==> config.mk <==
export PLATFORM = sky130hd
export DESIGN_NAME = wit_guard_timer
export DESIGN_NICKNAME = d
export VERILOG_FILES = /design/src/wit_pkg.sv /design/src/wit_tick_if.sv /design/src/wit_prescaler.sv /design/src/wit_pulse.sv /design/src/wit_guard_timer.sv
export SDC_FILE = /design/constraint.sdc
export NUM_CORES = 1
export LEC_CHECK = 0
export BUFFER_PORTS_ARGS = -buffer_cell sky130_fd_sc_hd__buf_2
export CORE_MARGIN = 1.5
export CORE_UTILIZATION = 49
export CTS_BUF_LIST = sky130_fd_sc_hd__clkbuf_8
export DETAILED_ROUTE_END_ITERATION = 10
export PLACE_DENSITY = 0.7
export SETUP_SLACK_MARGIN = 0.05
export SYNTH_ARGS = -nofsm -noshare
export SYNTH_HDL_FRONTEND = slang
export SYNTH_SLANG_ARGS = --single-unit
==> constraint.sdc <==
create_clock -name clk -period 4 [get_ports clk]
set_input_delay 1.2 -clock clk [delete_from_list [all_inputs] [get_ports clk]]
set_output_delay 1.2 -clock clk [all_outputs]
set_load 0.02 [all_outputs]
==> src/wit_pkg.sv <==
package wit_pkg;
    // Read and write addresses of the three registers
    localparam logic [15:0] ADDR_CTRL_RD = 16'hFFBC;
    localparam logic [15:0] ADDR_COUNT_RD = 16'hFFBD;
    localparam logic [15:0] ADDR_RSTCTRL_RD = 16'hFFBF;
    localparam logic [15:0] ADDR_CNTCTRL_WR = 16'hFFBC;
    localparam logic [15:0] ADDR_RSTCTRL_WR = 16'hFFBE;

    // Upper-byte keys of the protected word writes
    localparam logic [7:0] KEY_CTRL = 8'hA5;
    localparam logic [7:0] KEY_COUNT = 8'h5A;
    localparam logic [7:0] KEY_CHIP_RESET_ENABLE = 8'h5A;
    localparam logic [7:0] KEY_WOVF = 8'hA5;

    // Control/status field positions and reset value
    localparam int CS_FLAG_BIT = 7;
    localparam int CS_MODE_BIT = 6;
    localparam int CS_EN_BIT = 5;
    localparam int CS_CKS_MSB = 2;
    localparam logic [7:0] CS_FIXED = 8'h18;
    localparam logic [2:0] CKS_RESET = 3'h0;
    localparam logic [7:0] COUNT_RESET = 8'h00;
    localparam logic [7:0] COUNT_TOP = 8'hFF;

    // Reset control field positions
    localparam int RC_FLAG_BIT = 7;
    localparam int RC_CHIP_RESET_ENABLE_BIT = 6;
    localparam int RC_SPARE_BIT = 5;
    localparam logic [4:0] RC_FIXED = 5'h1F;

    // Prescaler taps: tick when the low bits are all ones
    localparam int PRE_W = 17;
    localparam logic [16:0] DIV_MASK [8] = '{17'h00001, 17'h0003F, 17'h0007F, 17'h001FF,
                                            17'h007FF, 17'h01FFF, 17'h07FFF, 17'h1FFFF};

    // Pulse timing, one state per clock
    localparam int CLK_PERIOD_NS = 100;
    localparam int STATE_NS = 100;
    localparam int OVF_CHIP_RESET_ENABLE_STATES = 132;
    localparam int OVF_NORST_STATES = 130;
    localparam int CHIP_RST_STATES = 518;
    localparam int PULSE_W = 10;
    localparam logic [9:0] OVF_CHIP_RESET_ENABLE_CYC = 10'((OVF_CHIP_RESET_ENABLE_STATES * STATE_NS) / CLK_PERIOD_NS);
    localparam logic [9:0] OVF_NORST_CYC = 10'((OVF_NORST_STATES * STATE_NS) / CLK_PERIOD_NS);
    localparam logic [9:0] CHIP_RST_CYC = 10'((CHIP_RST_STATES * STATE_NS) / CLK_PERIOD_NS);
endpackage

==> src/wit_tick_if.sv <==
`timescale 1ns/1ps
interface wit_tick_if;
    logic enable;
    logic [2:0] sel;
    logic tick;
    modport timer(output enable, output sel, input tick);
    modport divider(input enable, input sel, output tick);
endinterface

==> src/wit_prescaler.sv <==
`timescale 1ns/1ps
module wit_prescaler (
    input wire logic clk,
    input wire logic resetn,
    wit_tick_if.divider tk
);
    logic [16:0] div_r, div_nxt;
    logic tick_r, tick_nxt;

    // Divider restarts from zero on enable, so the first tick is a full period away
    always_comb begin
        div_nxt = tk.enable ? div_r + 17'h00001 : 17'h00000;
        tick_nxt = tk.enable && ((div_r & wit_pkg::DIV_MASK[tk.sel]) == wit_pkg::DIV_MASK[tk.sel]);
    end

    always_ff @(posedge clk) begin
        if (!resetn) begin
            div_r <= 17'h00000;
            tick_r <= 1'b0;
        end else begin
            div_r <= div_nxt;
            tick_r <= tick_nxt;
        end
    end

    assign tk.tick = tick_r;
endmodule

==> src/wit_pulse.sv <==
`timescale 1ns/1ps
module wit_pulse (
    input wire logic clk,
    input wire logic resetn,
    input wire logic start,
    input wire logic [9:0] len,
    output logic active,
    output logic activeN
);
    logic [9:0] cnt_r, cnt_nxt;
    logic act_r, act_nxt;
    logic actN_r;

    // A new start reloads the length, stretching a running pulse
    always_comb begin
        cnt_nxt = start ? len : ((cnt_r != 10'h000) ? cnt_r - 10'h001 : 10'h000);
        act_nxt = (cnt_nxt != 10'h000);
    end

    always_ff @(posedge clk) begin
        if (!resetn) begin
            cnt_r <= 10'h000;
            act_r <= 1'b0;
            actN_r <= 1'b1;
        end else begin
            cnt_r <= cnt_nxt;
            act_r <= act_nxt;
            actN_r <= ~act_nxt;
        end
    end

    // Both polarities come from their own flops, so the pin has no gate after the register
    assign active = act_r;
    assign activeN = actN_r;
endmodule

==> src/wit_guard_timer.sv <==
`timescale 1ns/1ps
module wit_guard_timer (
    input wire logic clk,
    input wire logic resetn,
    input wire logic [15:0] busAddr,
    input wire logic busRead,
    input wire logic busWrite,
    input wire logic busWord,
    input wire logic [15:0] busWdata,
    output logic [7:0] busRdata,
    output logic overflowOutN,
    output logic intervalIrq,
    output logic chipResetOut
);
    logic [7:0] count_r, count_nxt;
    logic flag_r, flag_nxt;
    logic flagArm_r, flagArm_nxt;
    logic mode_r, mode_nxt;
    logic en_r, en_nxt;
    logic [2:0] cks_r, cks_nxt;
    logic wovf_r, wovf_nxt;
    logic wovfArm_r, wovfArm_nxt;
    logic chip_reset_enable_r, chip_reset_enable_nxt;
    logic spare_r, spare_nxt;
    logic [7:0] rdata_r, rdata_nxt;
    logic wrCntCtrl, wrCount, wrCtrl, wrRc, wrRste, wrWovf;
    logic rdCtrl, rdCount, rdRc;
    logic ovf, wdOvf, itOvf;
    logic [9:0] ovfLen;
    logic ovfActive;

    wit_tick_if tickBus();

    assign tickBus.enable = en_r;
    assign tickBus.sel = cks_r;

    wit_prescaler u_prescaler (
        .clk(clk),
        .resetn(resetn),
        .tk(tickBus.divider)
    );

    // Protected writes: word access, right address, right key in the upper byte
    always_comb begin
        wrCntCtrl = busWrite && busWord && (busAddr == wit_pkg::ADDR_CNTCTRL_WR);
        wrCount = wrCntCtrl && (busWdata[15:8] == wit_pkg::KEY_COUNT);
        wrCtrl = wrCntCtrl && (busWdata[15:8] == wit_pkg::KEY_CTRL);
        wrRc = busWrite && busWord && (busAddr == wit_pkg::ADDR_RSTCTRL_WR);
        wrRste = wrRc && (busWdata[15:8] == wit_pkg::KEY_CHIP_RESET_ENABLE);
        wrWovf = wrRc && (busWdata[15:8] == wit_pkg::KEY_WOVF) && !busWdata[7];
        rdCtrl = busRead && (busAddr == wit_pkg::ADDR_CTRL_RD);
        rdCount = busRead && (busAddr == wit_pkg::ADDR_COUNT_RD);
        rdRc = busRead && (busAddr == wit_pkg::ADDR_RSTCTRL_RD);
    end

    // Overflow on the tick that wraps FF; a same-cycle count write wins and suppresses it
    always_comb begin
        ovf = en_r && tickBus.tick && (count_r == wit_pkg::COUNT_TOP) && !wrCount;
        wdOvf = ovf && mode_r;
        itOvf = ovf && !mode_r;
    end

    // Counter and control/status next values
    always_comb begin
        count_nxt = count_r;
        flag_nxt = flag_r;
        flagArm_nxt = flagArm_r;
        mode_nxt = mode_r;
        en_nxt = en_r;
        cks_nxt = cks_r;
        if (!en_r) begin
            count_nxt = wit_pkg::COUNT_RESET;
        end else if (wrCount) begin
            count_nxt = busWdata[7:0];
        end else if (tickBus.tick) begin
            count_nxt = count_r + 8'h01;
        end
        if (rdCtrl && flag_r) begin
            flagArm_nxt = 1'b1;
        end
        if (wrCtrl) begin
            mode_nxt = busWdata[wit_pkg::CS_MODE_BIT];
            en_nxt = busWdata[wit_pkg::CS_EN_BIT];
            cks_nxt = busWdata[wit_pkg::CS_CKS_MSB:0];
            flagArm_nxt = 1'b0;
            if (flagArm_r && !busWdata[wit_pkg::CS_FLAG_BIT]) begin
                flag_nxt = 1'b0;
            end
        end
        // Set wins over a clear in the same cycle
        if (itOvf) begin
            flag_nxt = 1'b1;
        end
        // Watchdog overflow resets the counter side whichever reset choice is made
        if (wdOvf) begin
            count_nxt = wit_pkg::COUNT_RESET;
            flag_nxt = 1'b0;
            flagArm_nxt = 1'b0;
            mode_nxt = 1'b0;
            en_nxt = 1'b0;
            cks_nxt = wit_pkg::CKS_RESET;
        end
    end

    // Reset control: survives the internal reset, only resetn clears it
    always_comb begin
        wovf_nxt = wovf_r;
        wovfArm_nxt = wovfArm_r;
        chip_reset_enable_nxt = chip_reset_enable_r;
        spare_nxt = spare_r;
        if (rdRc && wovf_r) begin
            wovfArm_nxt = 1'b1;
        end
        if (wrWovf && wovfArm_r) begin
            wovf_nxt = 1'b0;
            wovfArm_nxt = 1'b0;
        end
        if (wrRste) begin
            chip_reset_enable_nxt = busWdata[wit_pkg::RC_CHIP_RESET_ENABLE_BIT];
            spare_nxt = busWdata[wit_pkg::RC_SPARE_BIT];
        end
        if (wdOvf) begin
            wovf_nxt = 1'b1;
        end
    end

    // Read data appears the cycle after the read strobe, zero otherwise
    always_comb begin
        rdata_nxt = 8'h00;
        if (rdCtrl) begin
            rdata_nxt = {flag_r, mode_r, en_r, 2'b00, cks_r} | wit_pkg::CS_FIXED;
        end else if (rdCount) begin
            rdata_nxt = count_r;
        end else if (rdRc) begin
            rdata_nxt = {wovf_r, chip_reset_enable_r, spare_r, wit_pkg::RC_FIXED};
        end
    end

    always_ff @(posedge clk) begin
        if (!resetn) begin
            count_r <= 8'h00;
            flag_r <= 1'b0;
            flagArm_r <= 1'b0;
            mode_r <= 1'b0;
            en_r <= 1'b0;
            cks_r <= 3'h0;
            wovf_r <= 1'b0;
            wovfArm_r <= 1'b0;
            chip_reset_enable_r <= 1'b0;
            spare_r <= 1'b0;
            rdata_r <= 8'h00;
        end else begin
            count_r <= count_nxt;
            flag_r <= flag_nxt;
            flagArm_r <= flagArm_nxt;
            mode_r <= mode_nxt;
            en_r <= en_nxt;
            cks_r <= cks_nxt;
            wovf_r <= wovf_nxt;
            wovfArm_r <= wovfArm_nxt;
            chip_reset_enable_r <= chip_reset_enable_nxt;
            spare_r <= spare_nxt;
            rdata_r <= rdata_nxt;
        end
    end

    // Overflow pin length follows the reset choice at the moment of overflow
    assign ovfLen = chip_reset_enable_r ? wit_pkg::OVF_CHIP_RESET_ENABLE_CYC : wit_pkg::OVF_NORST_CYC;

    wit_pulse u_ovf_pulse (
        .clk(clk),
        .resetn(resetn),
        .start(wdOvf),
        .len(ovfLen),
        .active(ovfActive),
        .activeN(overflowOutN)
    );

    wit_pulse u_chip_pulse (
        .clk(clk),
        .resetn(resetn),
        .start(wdOvf && chip_reset_enable_r),
        .len(wit_pkg::CHIP_RST_CYC),
        .active(chipResetOut),
        .activeN()
    );

    // Request stands as long as the flag, so the handler must clear it
    assign intervalIrq = flag_r;
    assign busRdata = rdata_r;
endmodule

Word level (Yosys, flattened, before mapping)
Memories as Yosys holds them, arrays and structs flattened. Index checks and enable logic that the tools add are counted. W data, S select, Z words.

Register bits: 67. ROM bits: 136. Input bits: 37. Output and inout bits: 11. Word-level logic and storage cells: 92. Memories kept: 1.

Memories: (name not given) (depth 8, bits a word 17, read ports 1, clocked after memory_dff 0, write ports 0, line wit_prescaler.sv:13) `tick_nxt = tk.enable && ((div_r & wit_pkg::DIV_MASK[tk.sel]) == wit_pkg::DIV_MASK[tk.sel]);`.

Add/sub/neg operators: 4. Magnitude comparators: 1. Eq/ne operators: 8. Mux-type cells: 17. Bitwise logic cells: 5. Reductions and logical operators: 39.

Operators with widths (number): $eq A16 B16 Y1 const B (4); $mux W10 (4); $mux W8 (5); $reduce_bool A10 Y1 (4); $mux W17 (2); $logic_and A1 B1 Y1 (22); $sub A10 B1 Y10 const B (2); $add A17 B1 Y17 const B (1); $and A17 B17 Y17 (1); $eq A17 B17 Y1 (1); $eq A8 B8 Y1 const B (2); $add A8 B1 Y8 const B (1); $eq A8 B7 Y1 const B (1); $reduce_bool A2 Y1 (4); $reduce_or A3 Y1 (2); $mux W1 (5); $ge A4 B4 Y1 const B (1); $not A3 Y4 (1); $reduce_and A2 Y1 (2); $reduce_or A2 Y1 (2); $logic_not A1 Y1 (3); $mux W3 (1); $not A1 Y1 (3).

Depth between registers and ports, before layout
Word-level depth: 9. Gate-level depth with buffers: 7. Mapped depth without buffers: 7.

By module
A second synthesis with hierarchy kept.

Cells, all modules: 422. Area, all modules: 3651.0 um^2.

Modules (own cells, without submodules): wit_pulse (instances 2, cells each 87, area each 740.7 um^2, sequential area each 240.2 um^2); wit_guard_timer (instances 1, cells each 151, area each 1340.0 um^2, sequential area each 540.5 um^2); wit_prescaler (instances 1, cells each 97, area each 829.5 um^2, sequential area each 360.3 um^2).

Least setup slack after synthesis
OpenSTA, ideal clock, no wires.

Path kind: input to register. Start point: input port busAddr[6]. End point: register cks_r[0]. Library setup time: 115 ps. Arrival time: 2648 ps. Required time: 3885 ps. Path slack: 1237 ps. Stages on the path: 5. Path buffers: 0. Cell sequence: nand4b_4 -> or4_4 -> nor4_4 -> mux2i_1 -> nor2_2.

Cells in the longest elaborated chain, start to end: 7. Elaborated cells on any way between the ends: 8. Those cells by class: eq/ne (1); reduce/logical (7).

RTL lines: start: declaration (line wit_guard_timer.sv:5) `input wire logic [15:0] busAddr,`; $eq A16 B16 Y1 * (line wit_guard_timer.sv:45) `wrCntCtrl = busWrite && busWord && (busAddr == wit_pkg::ADDR_CNTCTRL_WR);`; $logic_and A1 B1 Y1 * (line wit_guard_timer.sv:45); $logic_and A1 B1 Y1 (line wit_guard_timer.sv:46) `wrCount = wrCntCtrl && (busWdata[15:8] == wit_pkg::KEY_COUNT);`; $logic_not A1 Y1 (line wit_guard_timer.sv:58) `ovf = en_r && tickBus.tick && (count_r == wit_pkg::COUNT_TOP) && !wrCount;`; $logic_and A1 B1 Y1 (line wit_guard_timer.sv:58); $logic_and A1 B1 Y1 (line wit_guard_timer.sv:59) `wdOvf = ovf && mode_r;`; $reduce_or A2 Y1 (no line); end signal: assignment (line wit_guard_timer.sv:158) `cks_r <= cks_nxt;`; end: declaration (line wit_guard_timer.sv:20) `logic [2:0] cks_r, cks_nxt;`.

Mark *: on every way between the ends. The rest lies on a longest branch, timed or not. A chain may end at the register's enable or synchronous reset.

Worst setup path in the final report
Start point: input port busAddr[6]. End point: register u_chip_pulse.cnt_r[4].

Cells in the longest elaborated chain, start to end: 8.

RTL lines: $eq A16 B16 Y1 (line wit_guard_timer.sv:45); $logic_and A1 B1 Y1 (line wit_guard_timer.sv:45); $logic_and A1 B1 Y1 (line wit_guard_timer.sv:46); $logic_not A1 Y1 (line wit_guard_timer.sv:58); $logic_and A1 B1 Y1 (line wit_guard_timer.sv:58); $logic_and A1 B1 Y1 (line wit_guard_timer.sv:59); $logic_and A1 B1 Y1 (line wit_guard_timer.sv:182) `.start(wdOvf && chip_reset_enable_r),`; $mux W10 (line wit_pulse.sv:16) `cnt_nxt = start ? len : ((cnt_r != 10'h000) ? cnt_r - 10'h001 : 10'h000);`; end signal: assignment (line wit_pulse.sv:26) `cnt_r <= cnt_nxt;`; end: declaration (line wit_pulse.sv:10) `logic [9:0] cnt_r, cnt_nxt;`.

Every way passes these cells.

==> results.sh <==
export IMPL_min_period_ps=2820
export IMPL_via_per_inst=5.51
export IMPL_antenna_left=0
export IMPL_synth_edf_count=0
export IMPL_cts_buffer_depth=2
export IMPL_coreArea_mm2=0.00635
export IMPL_synth_top_area_share_pct=41.8
export IMPL_use_met3_pct=4.65
export IMPL_synth_top_flop_cell="dfxtp_1"
export IMPL_dpl_hpwl_um=4840
export IMPL_synth_top_cell_by_area="dfxtp_1"
export IMPL_root_buffer="clkbuf_8"
export IMPL_rsz0062_at_grt="false"
export IMPL_synth_area_leaders="dfxtp_1, nor2_1, xor2_1"
export IMPL_synth_seq_cells=67
export IMPL_synth_nets=407
export IMPL_yosysWarnings=0
export IMPL_synthCells=366
export IMPL_synth_area_mm2=0.00321
export IMPL_drt_initial_drc_count=92
export IMPL_grt_pass1_vias=2496
export IMPL_grt_pass1_wl_um=11400
export IMPL_grt_use_met1_pct=25.5
export IMPL_critPathKind="input pin to register"
export IMPL_ctsResizeCount=0
export IMPL_min_path_type="register to register"
export IMPL_die_w_um=83.9
export IMPL_hold_viol_final=0
export IMPL_drv_cap=0
export IMPL_grt_ovfl_total=0
export IMPL_num_vias=2750
export IMPL_final_nets=458
export IMPL_setup_viol=0
export IMPL_start_util_pct=50.5
export IMPL_fin_worst_skew_ps=8.97
export IMPL_die_area_mm2=0.00704
export IMPL_maxSlewHeadroom_pct=51.4
export IMPL_postLayoutCoreUtil_pct=58.1
export IMPL_status="finished clean"
export IMPL_row_count=29
export IMPL_cts_sinks=67
export IMPL_cp_start_kind="input pin"
export IMPL_cp_required_ps=4270
export IMPL_syn2layout_area_growth_pct=15.0
export IMPL_drtPass1Iterations=4
export IMPL_diodes=0
export IMPL_numPortBuffers=47
export IMPL_synth_most_common_cell="dfxtp_1"
export IMPL_synthArstFlopShare_pct=0
export IMPL_synth_commonest_cells="dfxtp_1, nor2_1, nand2_1"
export IMPL_slew_violations=0
export IMPL_cts_buffers=9
export IMPL_antenna_found_initial=0
export IMPL_grt_max_degree=18
export IMPL_worstMarginPinSlew_ps=723
export IMPL_clkTransAtPathRegs_ps=70
export IMPL_grt_use_met2_pct=33.0
export IMPL_ys_seq_area_share_pct=41.8
export IMPL_total_power_mw=1.99
export IMPL_crit_fanout=12
export IMPL_setup_worst_path_end_class="register"
export IMPL_wirelength_um=6630
export IMPL_syn_avg_cell_area_um2=8.77
export IMPL_ir_drop_uv=361
export IMPL_pin_count=48
export IMPL_fmaxAchievable_mhz=355
export IMPL_cts_tree="built"
export IMPL_htree_levels=3
export IMPL_powerDensity_mw_per_mm2=539
export IMPL_yosysUniqueCellTypes=54
export IMPL_drive_above_1_share_pct=19.0
export IMPL_critPathArrivalTime_ps=3090
export IMPL_route_detailed_drc=0
export IMPL_wl_per_cell_um=13.3
export IMPL_hold_buffers=0
export IMPL_finalSetupTns_ps=0
export IMPL_clk_latency_ps=340
export IMPL_top_usage_layer="met2"
export IMPL_cts_setup_buffers=0
export IMPL_cellLeakagePower_nw=1.38
export IMPL_place_gp_congestion=0.842
export IMPL_dieHeight_um=83.9
export IMPL_min_period_over_period_pct=70.4
export IMPL_grtUsageTotal_pct=20.0
## critical path, cell delays in order
cell	delay, ps
buf_2	100
nand4b_4	170
or4_4	590
o211ai_2	530
o211ai_1	310
a21oi_1	190
## path summary, 6_finish.rpt
kind	start	to	slack, ps	cells after the start
setup / recovery	busAddr[6]	u_chip_pulse.cnt_r[4]	1180	6
hold / removal	u_ovf_pulse.cnt_r[0]	u_ovf_pulse.cnt_r[0]	450	1
setup reg to reg	count_r[0]	u_chip_pulse.cnt_r[5]	1830	6
hold reg to reg	u_ovf_pulse.cnt_r[0]	u_ovf_pulse.cnt_r[0]	450	1
## cell usage in the layout (no fill, tap or decap), types with 4 or more instances in the layout
| cell type | netlist | layout |
|---|---|---|
| dfxtp_1 | 67 | 67 |
| buf_2 | 1 | 47 |
| nor2b_1 | 6 | 6 |
| inv_1 | 8 | 8 |
| or3_1 | 5 | 5 |
| xor2_1 | 15 | 15 |
| a211oi_1 | 8 | 8 |
| nor2_1 | 55 | 55 |
| nor4bb_1 | 6 | 6 |
| and3_1 | 5 | 5 |
| clkbuf_8 | 0 | 11 |
| nor4_1 | 5 | 5 |
| mux2i_1 | 10 | 10 |
| nand3_1 | 15 | 15 |
| nor2_2 | 5 | 5 |
| a21oi_1 | 14 | 14 |
| xnor2_1 | 12 | 12 |
| o21ai_0 | 14 | 14 |
| ha_1 | 4 | 4 |
| nand2_1 | 29 | 29 |
| nor3_1 | 13 | 13 |
| nand4_1 | 13 | 13 |
| nand2b_1 | 5 | 5 |
## state kept, by name, summed over array words and instances, names as in the netlist, 3 cells and up
| register | count |
|---|---|
| u_prescaler.div_r | 17 |
| count_r | 8 |
| busRdata | 8 |
| u_ovf_pulse.cnt_r | 10 |
| u_chip_pulse.cnt_r | 10 |
| cks_r | 3 |
## layer usage
| metal | up-vias | share of wire (%) |
|---|---|---|
| li1 | 1424 | - |
| met1 | 1257 | 49 |
| met2 | 59 | 45 |
| met3 | 10 | 3.9 |
| met4 | 0 | 1.3 |
| met5 | - | 0 |
## metrics by stage
| stage | instances | cell area, um2 | setup slack, ps | hold slack, ps |
|---|---|---|---|---|
| detailed placement | 483 | 3500 | 833 | 434 |
| finish | 499 | 3690 | 1180 | 446 |
| CTS | 499 | 3690 | 1180 | 451 |
| global placement | 483 | 3500 | 858 | 435 |
| floorplan | 366 | 3210 | 1240 | 413 |
| global route | 499 | 3690 | 1050 | 458 |
## kinds of logic after synthesis
| kind of cell | synth area share (%) |
|---|---|
| buffers and inverters | 2.38 |
| flip-flops | 41.8 |
| AO/OA/AOI/OAI | 12.0 |
| multiplexers | 4.17 |
| adder cells (fa/ha/maj) | 1.87 |
| AND/OR/NAND/NOR | 30.4 |
| XOR/XNOR | 7.37 |
## report_power, final
| part | internal (mW) | total (mW) | switching [mW] |
|---|---|---|---|
| registers | 0.762 | 0.851 | 0.0887 |
| clock network | 0.259 | 0.523 | 0.264 |
| logic | 0.281 | 0.614 | 0.333 |
## cell type report
type / count / area (um2)
Fill cell: 577 / 2660
Tap cell: 77 / 96.3
Clock inverter: 5 / 37.5
Multi-Input combinational cell: 283 / 1790
Clock buffer: 11 / 151
Sequential cell: 67 / 1340
Timing Repair Buffer: 48 / 243
Inverter: 8 / 30.0
(Power assumes the default switching activity.)
